<file path="config.mk">
export PLATFORM = sky130hd
export DESIGN_NAME = tsm_slave_ctrl
export DESIGN_NICKNAME = d
export VERILOG_FILES = /design/src/hdl/tsm_pkg.sv /design/src/hdl/tsm_slave_ctrl.sv
export SDC_FILE = /design/constraint.sdc
export NUM_CORES = 1
export LEC_CHECK = 0
export BUFFER_PORTS_ARGS = -buffer_cell sky130_fd_sc_hd__buf_2
export CORE_ASPECT_RATIO = 0.75
export CORE_MARGIN = 1.5
export CORE_UTILIZATION = 50
export CTS_CLUSTER_DIAMETER = 60
export CTS_CLUSTER_SIZE = 20
export DETAILED_ROUTE_END_ITERATION = 8
export MAX_ROUTING_LAYER = met4
export PLACE_DENSITY = 0.82
export RECOVER_POWER = 50
export SYNTH_ARGS = -nofsm -noshare
export SYNTH_HDL_FRONTEND = slang
export SYNTH_SLANG_ARGS = --single-unit
export TNS_END_PERCENT = 20
</file>
<file path="constraint.sdc">
create_clock -name sys_clk -period 2.7 [get_ports sys_clk]
set_input_delay 0.135 -clock sys_clk [delete_from_list [all_inputs] [get_ports sys_clk]]
set_output_delay 0.135 -clock sys_clk [all_outputs]
set_load 0.02 [all_outputs]
</file>
<file path="src/hdl/tsm_pkg.sv">
// Purpose: Shared constants for the timer slave-mode trigger controller.
// Assumes: AHB-Lite register access, 32-bit data, one word per register.
// Notes:   Field positions and codes of the slave mode control register.
package tsm_pkg;
  localparam logic [7:0]  ADDR_SMC      = 8'h08;
  localparam logic [7:0]  ADDR_CTL      = 8'h00;
  localparam logic [7:0]  ADDR_STAT     = 8'h04;
  localparam logic [15:0] SMC_RESET     = 16'h0000;
  localparam logic [15:0] CTL_RESET     = 16'h0000;
  localparam int          CTL_RUN_BIT   = 0;
  localparam int          CTL_DIV_LO    = 8;
  localparam int          SMC_REFCLR    = 3;
  localparam int          SMC_MSM       = 7;
  localparam int          SMC_EC2       = 14;
  localparam int          SMC_POL       = 15;
  localparam logic [2:0]  SM_OFF        = 3'h0;
  localparam logic [2:0]  SM_ENC1       = 3'h1;
  localparam logic [2:0]  SM_ENC2       = 3'h2;
  localparam logic [2:0]  SM_ENC3       = 3'h3;
  localparam logic [2:0]  SM_RESET      = 3'h4;
  localparam logic [2:0]  SM_GATED      = 3'h5;
  localparam logic [2:0]  SM_TRIG       = 3'h6;
  localparam logic [2:0]  SM_EXT1       = 3'h7;
  localparam logic [2:0]  TS_CH1ED      = 3'h4;
  localparam logic [2:0]  TS_CH1F       = 3'h5;
  localparam logic [2:0]  TS_CH2F       = 3'h6;
  localparam logic [2:0]  TS_EXT_TRIGGER_FILTERED       = 3'h7;
  localparam logic [1:0]  HTRANS_NONSEQ = 2'h2;
endpackage

</file>
<file path="src/hdl/tsm_slave_ctrl.sv">
// Purpose: Slave-mode trigger selection, external trigger conditioning and
//          counter control of a 16-bit timer, with an AHB-Lite register port.
// Assumes: All trigger and channel inputs are asynchronous; one clock.
// Notes:   Registers: control 0x00, status 0x04, slave mode control 0x08.
`timescale 1ns/1ns

module tsm_slave_ctrl #(
  parameter int CNT_W = 16
) (
  input  wire logic              sys_clk,
  input  wire logic              sys_rst,
  input  wire logic              hsel,
  input  wire logic [31:0]       haddr,
  input  wire logic [1:0]        htrans,
  input  wire logic              hwrite,
  input  wire logic [2:0]        hsize,
  input  wire logic [31:0]       hwdata,
  input  wire logic              hready,
  output logic      [31:0]       hrdata,
  output logic                   hreadyout,
  output logic                   hresp,
  input  wire logic [3:0]        internal_trigger,
  input  wire logic              ch1_edge_detect,
  input  wire logic              ch1_filtered_input,
  input  wire logic              ch2_filtered_input,
  input  wire logic              ext_trigger_pin,
  input  wire logic              ref_clear_input,
  output logic                   compare_ref_clear,
  output logic                   trigger_input,
  output logic                   master_slave_sync,
  output logic                   update_event,
  output logic [CNT_W-1:0]       counter_value
);

  // ----------------------------------------------------------------
  // State
  // ----------------------------------------------------------------
  typedef struct packed {
    logic [15:0]      smc;
    logic [15:0]      ctl;
    logic             run;
    logic [7:0]       ap_addr;
    logic             ap_wr;
    logic             ap_rd;
    logic [31:0]      rdata;
    logic [1:0]       s1_trg;
    logic [1:0]       s2_trg;
    logic [1:0]       s1_c1;
    logic [1:0]       s2_c1;
    logic [1:0]       s1_c2;
    logic [1:0]       s2_c2;
    logic [1:0]       s1_etr;
    logic [1:0]       s2_etr;
    logic [1:0]       s1_clr;
    logic [1:0]       s2_clr;
    logic             etr_prev;
    logic [2:0]       pre_cnt;
    logic             ext_trigger_prescaled;
    logic [1:0]       dts_cnt;
    logic [4:0]       div_cnt;
    logic [3:0]       agree;
    logic             ext_trigger_filtered;
    logic             trigger_input_prev;
    logic             ext_trigger_filtered_prev;
    logic             c1_prev;
    logic             c2_prev;
    logic [CNT_W-1:0] cnt;
    logic             upd;
    logic             clr;
    logic             trigger_input_o;
  } tsm_state_t;

  tsm_state_t s_q;
  tsm_state_t s_d;

  // Filter code to sample divider (in filter-clock ticks) and sample count.
  function automatic logic [4:0] filt_div(input logic [3:0] c);
    unique case (c)
      4'h0, 4'h1, 4'h2, 4'h3: filt_div = 5'h00;
      4'h4, 4'h5:             filt_div = 5'h01;
      4'h6, 4'h7:             filt_div = 5'h03;
      4'h8, 4'h9:             filt_div = 5'h07;
      4'hA, 4'hB, 4'hC:       filt_div = 5'h0F;
      default:                filt_div = 5'h1F;
    endcase
  endfunction

  function automatic logic [3:0] filt_n(input logic [3:0] c);
    unique case (c)
      4'h0:                   filt_n = 4'h1;
      4'h1:                   filt_n = 4'h2;
      4'h2:                   filt_n = 4'h4;
      4'h4, 4'h6, 4'h8, 4'hB: filt_n = 4'h6;
      4'hA, 4'hD:             filt_n = 4'h5;
      default:                filt_n = 4'h8;
    endcase
  endfunction

  localparam logic [2:0] TS_CH1ED_C = tsm_pkg::TS_CH1ED;
  localparam logic [2:0] TS_CH1F_C  = tsm_pkg::TS_CH1F;
  localparam logic [2:0] TS_CH2F_C  = tsm_pkg::TS_CH2F;
  localparam logic [2:0] TS_EXT_TRIGGER_FILTERED_C  = tsm_pkg::TS_EXT_TRIGGER_FILTERED;
  localparam logic [2:0] SM_OFF_C   = tsm_pkg::SM_OFF;
  localparam logic [2:0] SM_ENC1_C  = tsm_pkg::SM_ENC1;
  localparam logic [2:0] SM_ENC2_C  = tsm_pkg::SM_ENC2;
  localparam logic [2:0] SM_ENC3_C  = tsm_pkg::SM_ENC3;
  localparam logic [2:0] SM_RESET_C = tsm_pkg::SM_RESET;
  localparam logic [2:0] SM_GATED_C = tsm_pkg::SM_GATED;
  localparam logic [2:0] SM_TRIG_C  = tsm_pkg::SM_TRIG;
  localparam logic [2:0] SM_EXT1_C  = tsm_pkg::SM_EXT1;
  localparam int         SMC_REFCLR = tsm_pkg::SMC_REFCLR;
  localparam int         SMC_EC2    = tsm_pkg::SMC_EC2;
  localparam int         SMC_POL    = tsm_pkg::SMC_POL;
  localparam int         SMC_MSM    = tsm_pkg::SMC_MSM;
  localparam int         CTL_RUN_BIT = tsm_pkg::CTL_RUN_BIT;
  localparam int         CTL_DIV_LO = tsm_pkg::CTL_DIV_LO;

  logic       clk_trg;
  logic       etr_lvl;
  logic       trg_rise;
  logic       ext_trigger_filtered_rise;
  logic       c1_edge;
  logic       c2_edge;
  logic       cnt_step;
  logic       cnt_up;
  logic       dts_tick;
  logic [1:0] pre_sel;
  logic [2:0] sm;
  logic [2:0] ts;

  always_comb begin
    s_d       = s_q;
    sm        = s_q.smc[2:0];
    ts        = s_q.smc[6:4];
    cnt_step  = 1'b0;
    cnt_up    = 1'b1;

    // ----------------------------------------------------------------
    // Input synchronisers
    // ----------------------------------------------------------------
    unique case (ts)
      TS_CH1ED_C: clk_trg = ch1_edge_detect;
      TS_CH1F_C:  clk_trg = ch1_filtered_input;
      TS_CH2F_C:  clk_trg = ch2_filtered_input;
      TS_EXT_TRIGGER_FILTERED_C:  clk_trg = 1'b0;
      default:    clk_trg = internal_trigger[ts[1:0]];
    endcase
    s_d.s1_trg = {s_q.s1_trg[0], clk_trg};
    s_d.s2_trg = {s_q.s2_trg[0], s_q.s1_trg[1]};
    s_d.s1_c1  = {s_q.s1_c1[0], ch1_filtered_input};
    s_d.s2_c1  = {s_q.s2_c1[0], s_q.s1_c1[1]};
    s_d.s1_c2  = {s_q.s1_c2[0], ch2_filtered_input};
    s_d.s2_c2  = {s_q.s2_c2[0], s_q.s1_c2[1]};
    s_d.s1_etr = {s_q.s1_etr[0], ext_trigger_pin};
    s_d.s2_etr = {s_q.s2_etr[0], s_q.s1_etr[1]};
    s_d.s1_clr = {s_q.s1_clr[0], ref_clear_input};
    s_d.s2_clr = {s_q.s2_clr[0], s_q.s1_clr[1]};

    // ----------------------------------------------------------------
    // External trigger prescaler and filter
    // ----------------------------------------------------------------
    pre_sel = s_q.smc[13:12];
    etr_lvl = s_q.s2_etr[1] ^ s_q.smc[SMC_POL];
    s_d.etr_prev = etr_lvl;
    if (etr_lvl && !s_q.etr_prev) begin
      s_d.pre_cnt = s_q.pre_cnt + 3'h1;
    end
    unique case (pre_sel)
      2'h0:    s_d.ext_trigger_prescaled = etr_lvl;
      2'h1:    s_d.ext_trigger_prescaled = s_q.pre_cnt[0];
      2'h2:    s_d.ext_trigger_prescaled = s_q.pre_cnt[1];
      default: s_d.ext_trigger_prescaled = s_q.pre_cnt[2];
    endcase

    dts_tick = 1'b0;
    if (s_q.dts_cnt >= (2'h1 << s_q.ctl[CTL_DIV_LO +: 2]) - 2'h1
        || s_q.ctl[CTL_DIV_LO +: 2] == 2'h3) begin
      s_d.dts_cnt = 2'h0;
      dts_tick    = 1'b1;
    end else begin
      s_d.dts_cnt = s_q.dts_cnt + 2'h1;
    end
    if (dts_tick) begin
      if (s_q.div_cnt >= filt_div(s_q.smc[11:8])) begin
        s_d.div_cnt = 5'h00;
        if (s_q.ext_trigger_prescaled == s_q.ext_trigger_filtered) begin
          s_d.agree = 4'h0;
        end else if (s_q.agree + 4'h1 >= filt_n(s_q.smc[11:8])) begin
          s_d.agree = 4'h0;
          s_d.ext_trigger_filtered  = s_q.ext_trigger_prescaled;
        end else begin
          s_d.agree = s_q.agree + 4'h1;
        end
      end else begin
        s_d.div_cnt = s_q.div_cnt + 5'h01;
      end
    end

    // ----------------------------------------------------------------
    // Trigger selection and slave modes
    // ----------------------------------------------------------------
    s_d.trigger_input_o = (ts == TS_EXT_TRIGGER_FILTERED_C) ? s_q.ext_trigger_filtered : s_q.s2_trg[1];
    s_d.trigger_input_prev = s_q.trigger_input_o;
    s_d.ext_trigger_filtered_prev = s_q.ext_trigger_filtered;
    s_d.c1_prev   = s_q.s2_c1[1];
    s_d.c2_prev   = s_q.s2_c2[1];
    trg_rise  = s_q.trigger_input_o && !s_q.trigger_input_prev;
    ext_trigger_filtered_rise = s_q.ext_trigger_filtered && !s_q.ext_trigger_filtered_prev;
    c1_edge   = s_q.s2_c1[1] ^ s_q.c1_prev;
    c2_edge   = s_q.s2_c2[1] ^ s_q.c2_prev;
    s_d.upd   = 1'b0;
    s_d.clr   = s_q.smc[SMC_REFCLR] ? s_q.ext_trigger_filtered : s_q.s2_clr[1];
    s_d.run   = s_q.ctl[CTL_RUN_BIT];

    unique case (sm)
      SM_OFF_C:   cnt_step = s_q.run;
      SM_ENC1_C: begin
        cnt_step = s_q.run && c2_edge;
        cnt_up   = s_q.s2_c2[1] ^ s_q.s2_c1[1];
      end
      SM_ENC2_C: begin
        cnt_step = s_q.run && c1_edge;
        cnt_up   = s_q.s2_c1[1] ~^ s_q.s2_c2[1];
      end
      SM_ENC3_C: begin
        cnt_step = s_q.run && (c1_edge || c2_edge);
        cnt_up   = c1_edge ? (s_q.s2_c1[1] ~^ s_q.s2_c2[1])
                           : (s_q.s2_c2[1] ^ s_q.s2_c1[1]);
      end
      SM_RESET_C: begin
        cnt_step = s_q.run;
        if (trg_rise) begin
          s_d.upd  = 1'b1;
          cnt_step = 1'b0;
        end
      end
      SM_GATED_C: cnt_step = s_q.run && s_q.trigger_input_o;
      SM_TRIG_C: begin
        if (trg_rise) begin
          s_d.ctl[CTL_RUN_BIT] = 1'b1;
        end
        cnt_step = s_q.run;
      end
      default:    cnt_step = s_q.run && (s_q.smc[SMC_EC2] ? ext_trigger_filtered_rise
                                                          : trg_rise);
    endcase
    if (s_q.smc[SMC_EC2] && sm != SM_EXT1_C
        && (sm == SM_OFF_C || sm > SM_ENC3_C)) begin
      cnt_step = s_q.run && ext_trigger_filtered_rise && (sm != SM_GATED_C || s_q.trigger_input_o);
    end

    if (s_d.upd) begin
      s_d.cnt = '0;
    end else if (cnt_step) begin
      s_d.cnt = cnt_up ? s_q.cnt + 1'b1 : s_q.cnt - 1'b1;
    end

    // ----------------------------------------------------------------
    // AHB-Lite slave
    // ----------------------------------------------------------------
    s_d.ap_wr = 1'b0;
    s_d.ap_rd = 1'b0;
    if (hsel && hready && htrans == tsm_pkg::HTRANS_NONSEQ) begin
      s_d.ap_addr = haddr[7:0];
      s_d.ap_wr   = hwrite;
      s_d.ap_rd   = !hwrite;
    end
    if (s_q.ap_wr) begin
      if (s_q.ap_addr == tsm_pkg::ADDR_SMC) begin
        s_d.smc = hwdata[15:0];
      end else if (s_q.ap_addr == tsm_pkg::ADDR_CTL) begin
        s_d.ctl = hwdata[15:0];
      end
    end
    s_d.rdata = 32'h0000_0000;
    if (hsel && hready && htrans == tsm_pkg::HTRANS_NONSEQ && !hwrite) begin
      unique case (haddr[7:0])
        tsm_pkg::ADDR_SMC:  s_d.rdata = {16'h0000, s_d.smc};
        tsm_pkg::ADDR_CTL:  s_d.rdata = {16'h0000, s_d.ctl};
        tsm_pkg::ADDR_STAT: s_d.rdata = {{(32-CNT_W){1'b0}}, s_q.cnt};
        default:            s_d.rdata = 32'h0000_0000;
      endcase
    end
  end

  always_ff @(posedge sys_clk) begin
    if (sys_rst) begin
      s_q     <= '0;
      s_q.smc <= tsm_pkg::SMC_RESET;
      s_q.ctl <= tsm_pkg::CTL_RESET;
    end else begin
      s_q <= s_d;
    end
  end

  // ----------------------------------------------------------------
  // Outputs
  // ----------------------------------------------------------------
  assign hrdata            = s_q.rdata;
  assign hreadyout         = 1'b1;
  assign hresp             = 1'b0;
  assign compare_ref_clear = s_q.clr;
  assign trigger_input     = s_q.trigger_input_o;
  assign master_slave_sync = s_q.smc[SMC_MSM];
  assign update_event      = s_q.upd;
  assign counter_value     = s_q.cnt;

endmodule // tsm_slave_ctrl

</file>
=== Yosys cells after proc, flatten, opt, wreduce, memory -nomap -nowiden ===
Memories as Yosys holds them, arrays and structs flattened. A register that Yosys moved wholly into a read port is not among the register bits.
Index checks and enable logic that the tools add are counted.

* Bits in registers: 134
* Input bits: 83
* ROM bits: 144
* Latch bits: 0
* Memory bits (writable): 0
* Logic and storage cells: 140
* Output and inout port bits: 54
* Memories: 2

* Divide/modulo/power cells: 0
* Add/subtract/negate cells: 7
* Multipliers: 0
* Multiplexer cells: 32
* Reductions and logical operators: 34
* Bitwise gates (word level): 8
* Eq/ne operators: 20
* $lt $le $gt $ge: 5
* Shifts and indexed selects: 1

{| class="wikitable"
|+ Memories
! name !! words !! bits a word !! rd ports !! clocked after memory_dff !! wr ports !! RTL line !! source
|-
| (no name shown) || 16 || 5 || 1 || 1 || 0 || tsm_slave_ctrl.sv:78 || <nowiki>unique case (c)</nowiki>
|-
| (no name shown) || 16 || 4 || 1 || 1 || 0 || tsm_slave_ctrl.sv:89 || <nowiki>unique case (c)</nowiki>
|}

{| class="wikitable"
|+ Operators by type and width
! cell !! number
|-
| $mux 16 || 4
|-
| $pmux 16 s3 || 1
|-
| $mux 32 || 1
|-
| $mux 4 || 7
|-
| $eq 3x3->1 const B || 7
|-
| $add 16x1->16 const B || 1
|-
| $eq 8x4->1 const B || 2
|-
| $logic_not 8->1 || 2
|-
| $sub 16x1->16 const B || 1
|-
| $logic_and 1x1->1 || 15
|-
| $mux 1 || 12
|-
| $mux 5 || 2
|-
| $reduce_or 2->1 || 5
|-
| $eq 8x3->1 const B || 1
|-
| $eq 2x2->1 const B || 3
|-
| $eq 3x2->1 const B || 2
|-
| $ne 3x3->1 const B || 2
|-
| $pmux 1 s3 || 2
|-
| $pmux 1 s6 || 1
|-
| $add 5x1->5 const B || 1
|-
| $ge 5x5->1 || 1
|-
| $add 4x1->4 const B || 1
|-
| $ge 4x4->1 || 1
|-
| $logic_not 1->1 || 4
|-
| other kinds (20) || 28
|}

=== Logic depth before layout (Yosys ltp) ===
Gate-level depths: netlist of the first run.

* Depth after elaboration: 12
* Depth in mapped cells: 11
* Depth with buffers taken out: 11

=== Worst setup path after synthesis of the first run ===
Ideal clock, no wire load.

* Path kind: register to register
* Start: register s_q, in the netlist s_d[19]
* End: register s_q, in the netlist counter_value[15]
* Path buffers: 0
* Required time: 2.574 ns
* Path slack: -0.055 ns
* Arrival time: 2.629 ns
* Period minus slack after synthesis: 2.755 ns
* Library setup time: 0.126 ns
* Cell stages (with the launch flop): 12
* Path through: dfxtp_1 > xnor2_1 > mux2i_1 > nand2b_1 > inv_1 > ha_1 > o21ai_0 > nor4b_2 > a211oi_1 > a21o_1 > a221oi_1 > nand3_1

* Longest elaborated chain between the ends: 5
* Elaborated cells between the ends (all ways): 11
* Classes of those cells: mux (5); bitwise (3); reduce/logical (3)

{| class="wikitable"
|+ RTL lines
! item !! RTL line !! source
|-
| from (decl) || tsm_slave_ctrl.sv:73 || <nowiki>tsm_state_t s_q;</nowiki>
|-
| $xor 1x1->1 || tsm_slave_ctrl.sv:210 || <nowiki>c2_edge = s_q.s2_c2[1] ^ s_q.c2_prev;</nowiki>
|-
| $logic_or 1x1->1 || tsm_slave_ctrl.sv:226 || <nowiki>cnt_step = s_q.run && (c1_edge || c2_edge);</nowiki>
|-
| $logic_and 1x1->1 || tsm_slave_ctrl.sv:226 ||
|-
| $pmux 1 s6 || tsm_slave_ctrl.sv:215 || <nowiki>unique case (sm)</nowiki>
|-
| $mux 1 || tsm_slave_ctrl.sv:247 || <nowiki>if (s_q.smc[SMC_EC2] && sm != SM_EXT1_C</nowiki>
|}

Several ways; a longest one is shown, not always the timed one.
A chain may end at the register's enable or synchronous reset.

=== Final worst setup path of the first run ===
Ends and elaborated chain as after synthesis.

==> out/qor.csv, run 1 <==
metric,value,unit
status,"finished, violations left",
violated checks,"capacitance limit, setup timing",
post-synthesis mux area share,7.182,%
largest cells by area after synthesis,"dfxtp_1 (40%), ha_1 (6.5%), buf_4 (6.4%)",
XOR/XNOR Fraction of Synth Area,3.159,%
Worst Setup End Kind,flip-flop,
Synth Area in Adders,6.790,%
leading area contributor after synthesis,dfxtp_1,
Row Count,35,
commonest cells in the netlist,"dfxtp_1 (127), a21oi_1 (56), nor2_1 (56)",
period utilization,103.6,%
"EDFF count, synth",0,
Synth-to-Final Area Change,18.76,%
measured slew at the worst slew-check pin,1.499,ns
DR pass1 iterations,5,
Yosys reg bits,127,
crit-path max cell delay,0.36,ns
fin util,61.32,%
Startpoint Class,flip-flop,
CTS HTree Levels,4,
WL per Instance,15.34,microns
die area,13450,sq um
Bufs on Longest Clock Path,2,
Final Power,4257,uW
largest family of logic cells by synthesized area,simple AND/OR/NAND/NOR gates,
clock root buffer,clkbuf_16,
antenna-violating nets left,0,
Skew-Pair Late Insertion Delay,0.41,ns
Async SR Flop Fraction,0,%
Post-Syn Instances,697,
initial core utilization,51.63,%
Worst R2R Start,s_d[19],
synth unique cells,71,
ANT cells,0,
Reg2Reg Depth,12,
ys flop type,dfxtp_1,
total of max-cap violations,1,
crit path kind,reg2reg,
All-Layer GR Usage,22.62,%
total grt overflow,0,
Syn Std Cell Area,6376,sq um
worst path cell trace,xnor2_2 > mux2i_1 > nand2b_4 > inv_8 > buf_4 > ha_4 > nand2_2 > nor4b_4 > a211oi_2 > a21o_1 > a221oi_1 > nand3_1,
initial antenna violation count,0,
RSZ-0062 raised after global routing,yes,
relative slew slack,0.07042,%
WL final,14730,microns
hold crit path type,in2reg,
Max Fclk,357.6,MHz
core area,12350,sq um
Die W,133.4,microns
port bufs,75,
PwrDens,562.2,nW/um^2
via count,5135,
worst setup path end,counter_value[15],
Clock Skew,0.005925,ns
Crit Reg-Reg Endpoint,counter_value[15],
vias in the first global route,4648,
largest net degree at the start of global routing,53,
Top-Level Pins,137,
layout cells sized above 1,18.14,%
Final Slew Violations,0,
final critical-path setup slack,-0.09606,ns
GP Congestion,0.9074,
via-per-instance ratio,5.349,
Crit path arrival time,3.09,ns
FF-to-FF setup slack,-0.1,ns
slowest CP cell,dfxtp_4,
total CTS buffers,17,
WP data required,2.99,ns
Synth Area in Compound Gates,14.80,%
Leak Pwr,0.003075,uW
DRT iter0 DRCs,397,
"Max FO, Critical Path",13,
worst vdd ir,0.0004985,V
"Cell Area, Placed",6761,sq um
first-pass GRT wire length,23050,microns
Yosys warnings,0,
crit path time final,2.796,ns
Hold Crit Start,hwdata[7],
Yosys top cell area share,39.87,%
nets,899,
# clock sinks,127,
Worst-path clk slew,0.05,ns
cell area after layout,7572,sq um
post-synthesis simple-gate area fraction,18.17,%
DP HPWL,9842,microns
Die Span Y,100.8,microns
"count leader, synth",dfxtp_1,
Syn Area/Cell,9.148,sq um
CP Launch Point,s_d[19],
Fin. Hold Viols,0,
CTS tree,yes,
drc violations,0,
sequential fraction of the synthesis area,39.87,%
Final setup violation count,5,
-- cells in the final DEF (no fill, tap or decap), drive strengths merged, types with 6 or more instances in the layout --
cell type,n
clkbuf,61
o22a,15
ha,33
nor2b,28
nand3b,7
xnor2,12
or2,6
dlygate4sd3,14
xor2,11
mux2i,41
nor2,56
dfxtp,127
buf,77
a21oi,56
nand4,6
a21o,8
a211oi,9
nand3,15
inv,25
nand2,54
nor3,15
o21ai,24
conb,18
-- repair_timing --
action | CTS | global route
setup endpoints to repair | 6 | 9
pin swaps | 1 | 11
setup buffers | 0 | 3
hold buffers | 14 | 0
hold endpoints to repair | 16 | 0
resized for setup | 7 | 22
-- critical path, delay by kind of cell, from the launching register on --
kind,cells,cell delay [ns]
compound gates,3,0.60
mux,1,0.28
flops,1,0.36
buf+inv,2,0.24
simple gates,4,0.74
fa+ha+maj,1,0.28
xor+xnor,1,0.18
-- registers in the layout (all words and copies together), names as in the netlist, named ones only --
signal / count
pre_sel: 2
s_q: 61
update_event: 1
counter_value: 16
compare_ref_clear: 1
hrdata: 16
s_d: 19
master_slave_sync: 1
trigger_input: 1
-- cell families after synthesis --
logic type               count (synthesis)
AO/OA/AOI/OAI                          143
XOR/XNOR                                23
adder cells (fa/ha/maj)                 34
buffers and inverters                  104
flip-flops                             127
multiplexers                            42
other                                    2
AND/OR/NAND/NOR                        222
-- worst min-delay path by stage --
stage	depth (start not counted)	slack [ns]	end
4_1_cts	3	0.005	s_q[110]
3_5_place_dp	2	0.36	s_d[43]
3_3_place_gp	2	0.35	s_d[47]
2_1_floorplan	1	0.26	s_d[43]
6_report	3	0.02	s_q[110]
5_1_grt	3	0.02	s_q[110]
-- through the flow --
stage | std cells | hold slack, ns | setup WS [ns] | TNS [ns]
6_report | 960 | 0.01607 | -0.09606 | -0.2600
5_1_grt | 960 | 0.02434 | -0.1822 | -0.9025
4_1_cts | 957 | 0.005384 | 0.009924 | 0
3_5_place_dp | 912 | 0.3637 | -0.08347 | -0.2148
3_3_place_gp | 912 | 0.3536 | -0.06230 | -0.09762
2_1_floorplan | 713 | 0.2632 | 0.04612 | 0
-- final cells by class --
type / instances / area [sq um]
well taps: 166 / 207.7
multi-input cells: 482 / 3385
clock inverters: 8 / 115.1
repair buffers: 129 / 767.0
flip-flops and latches: 127 / 2546
clock buffers: 23 / 447.9
fillers: 1032 / 4777
inverters: 25 / 103.9
-- report_power, final --
part	total (uW)	internal [uW]	switching, uW
Clock	2210	1440	771
Combinational	151	58.4	92.3
Sequential	1900	1890	7.14
Total	4260	3390	871
-- metal layers --
| layer | GRT usage, % | routed length, microns | vias to the layer above |
|---|---|---|---|
| met5 | - | 0 | - |
| met4 | 9.197 | 328 | 0 |
| met3 | 4.575 | 882 | 27 |
| met2 | 32.20 | 6322 | 176 |
| met1 | 31.39 | 7195 | 2387 |
| li1 | - | - | 2545 |
Note: power is estimated with default switching activity, not from simulation.
==> inputs of run 2 (changes only) <==
--- a/config.mk
+++ b/config.mk
@@ -13,7 +13,7 @@
 export CTS_CLUSTER_SIZE = 20
 export DETAILED_ROUTE_END_ITERATION = 8
 export MAX_ROUTING_LAYER = met4
-export PLACE_DENSITY = 0.82
+export PLACE_DENSITY = 0.81
 export RECOVER_POWER = 50
 export SYNTH_ARGS = -nofsm -noshare
 export SYNTH_HDL_FRONTEND = slang
==> run 2 against run 1 <==
The run ends with setup timing left. Largest power group unchanged. Hold slack gained 0.0078 ns. Via count grew 2.3%. Register-to-register slack is essentially flat. Worst setup slack better by 0.010 ns.
==> out/qor.csv, run 2 (synthesized netlist as in run 1, its figures left out) <==
metric,value,unit,change
"Max FO, Critical Path",15,,+2
total grt overflow,0,,unchanged
GP Congestion,0.9374,,+3.3%
nets,900,,+0.11%
total of max-cap violations,0,,-1
most frequent cells in the layout,"dfxtp_1 (126), buf_2 (73), nor2_1 (56), a21oi_1 (56), nand2_1 (53)",,
Worst R2R Start,s_d[19],,
Filler Cell Count,1000,,-3.1%
violated checks,setup timing,,
Leak Pwr,0.003196,uW,+3.9%
Startpoint Class,flip-flop,,
Fin Setup TNS,-0.3620,ns,-0.1019 ns
Worst-path clk slew,0.06,ns,about the same
Fin. Hold Viols,0,,unchanged
first-pass GRT wire length,25160,microns,+9.1%
CTS HTree Levels,4,,unchanged
period utilization,103.2,%,-0.39 points
Crit Reg-Reg Endpoint,counter_value[10],,
Reg2Reg Depth,12,,unchanged
All-Layer GR Usage,24.73,%,+2.1 points
clock root buffer,clkbuf_16,,
Crit path arrival time,3.13,ns,+0.04 ns
Seq pwr share,45.3,%,+0.7 points
WP data required,3.05,ns,+0.06 ns
Final Slew Violations,0,,unchanged
Worst Setup End Kind,flip-flop,,
WL final,15750,microns,+6.9%
GR Util met3,5.380,%,+0.80 points
Final setup violation count,7,,+2
Skew-Pair Late Insertion Delay,0.42,ns,about the same
most flop-heavy register,s_q,,
worst setup path end,counter_value[10],,
Sw Ratio,22.96,%,+2.5 points
largest net degree at the start of global routing,50,,-5.7%
antenna-violating nets left,0,,unchanged
measured slew at the worst slew-check pin,0.8537,ns,-0.6453 ns
Top Usage Layer GRT,met2,,
combinational share of power,3.6,%,about the same
Die Span Y,100.8,microns,unchanged
Die W,133.4,microns,unchanged
crit path kind,reg2reg,,
Min Hold Slack,0.02388,ns,+0.007808 ns
port bufs,75,,unchanged
DR pass1 iterations,5,,unchanged
core area,12350,sq um,unchanged
via-per-instance ratio,5.462,,+2.1%
vias in the first global route,5055,,+8.8%
initial antenna violation count,0,,unchanged
Max Fclk,359.0,MHz,+0.38%
Clock Skew,0.006953,ns,+0.001028 ns
relative slew slack,43.09,%,+43 points
ANT cells,0,,unchanged
DRT iter0 DRCs,387,,-2.5%
FF-to-FF setup slack,-0.09,ns,about the same
"most common cell after layout, fill and taps aside",dfxtp_1,,
RSZ-0062 raised after global routing,yes,,
Synth-to-Final Area Change,20.23,%,
routing usage on met1,32.23,%,+0.84 points
# clock sinks,127,,unchanged
Row Count,35,,unchanged
hold crit path type,in2reg,,
total CTS buffers,17,,unchanged
crit path time final,2.786,ns,-0.01046 ns
CTS tree,yes,,
drc violations,0,,unchanged
die area,13450,sq um,unchanged
clock power share,51.1,%,-0.8 points
Bufs on Longest Clock Path,2,,unchanged
Top-Level Pins,137,,unchanged
layout cells sized above 1,23.49,%,+5.4 points
max FFs per register,61,,unchanged
final critical-path setup slack,-0.08559,ns,+0.01046 ns
worst vdd ir,0.0004723,V,-5.3%
DP HPWL,10430,microns,+6.0%
Internal,3230,uW,-4.6%
status,"finished, violations left",,
initial core utilization,51.63,%,unchanged
WL per Instance,16.37,microns,+6.7%
PwrDens,546.9,nW/um^2,-2.7%
via count,5254,,+2.3%
CP Launch Point,s_d[19],,
M2 GR Usage,36.15,%,+3.9 points
Sw Pwr,962.6,uW,+11%
## run 2: stage by stage
step / instances / total power, uW / utilization (%) / instance area, sq um / worst slack, ns
after floorplan: 713 / 2034 / - / 6436 / 0.04612
after CTS: 962 / 4215 / 61.56 / 7602 / 0.002719
after detailed placement: 912 / 2070 / 54.75 / 6761 / -0.1968
final: 962 / 4193 / 62.08 / 7666 / -0.08559
after global placement: 912 / 2068 / 54.75 / 6761 / -0.1120
after global routing: 962 / 4316 / 62.08 / 7666 / -0.2345
## run 2: power by group through the flow
stage / registers [uW] / clock network (uW) / logic, uW
global placement: 1940 / 0 / 129
detailed placement: 1940 / 0 / 131
finish: 1900 / 2140 / 152
floorplan: 1940 / 0 / 97.3
CTS: 1900 / 2170 / 149
global route: 1900 / 2250 / 165
## run 2: worst max-delay path, stage by stage, from the launching register on
cell and delay, ns:
dfxtp_2 0.34, xnor2_2 0.18, mux2i_1 0.27, nand2b_4 0.21, inv_8 0.08, fa_2 0.35, a21o_1 0.21, a221oi_4 0.35
buf_4 0.19, o21a_1 0.18, o21ai_1 0.10, xnor2_1 0.13, o21ai_0 0.13
## run 2: how the worst min path moves through the flow
stage	startpoint	to	slack [ns]	cells past startpoint
floorplan	ref_clear_input	s_d[43]	0.26	1
global placement	ref_clear_input	s_d[43]	0.35	2
detailed placement	ref_clear_input	s_d[43]	0.37	2
CTS	hwdata[12]	pre_sel[0]	0.009	3
global route	hwdata[13]	pre_sel[1]	0.04	3
finish	hwdata[13]	pre_sel[1]	0.02	3
## run 2: routing by layer
metal | wire (microns) | share of wire, %
met5 | 0 | 0
met4 | 586 | 3.7
met3 | 944 | 6.0
met2 | 6747 | 43
met1 | 7473 | 47
## run 2: area by class of cell
cell class | instances | area (sq um) | area share (%)
multi-input cells | 482 | 3428 | 44.72
well taps | 166 | 207.7 | 2.709
clock buffers | 18 | 439.2 | 5.729
repair buffers | 130 | 823.3 | 10.74
flip-flops and latches | 127 | 2544 | 33.18
inverters | 25 | 103.9 | 1.355
clock inverters | 14 | 120.1 | 1.567
## run 2: timing repair
| action | in CTS | in global routing |
|---|---|---|
| resized for setup | 18 | 10 |
| hold buffers | 15 | 0 |
| hold endpoints to repair | 16 | 0 |
| pin swaps | 6 | 7 |
| setup endpoints to repair | 8 | 10 |
| buffers inserted | 3 | 0 |
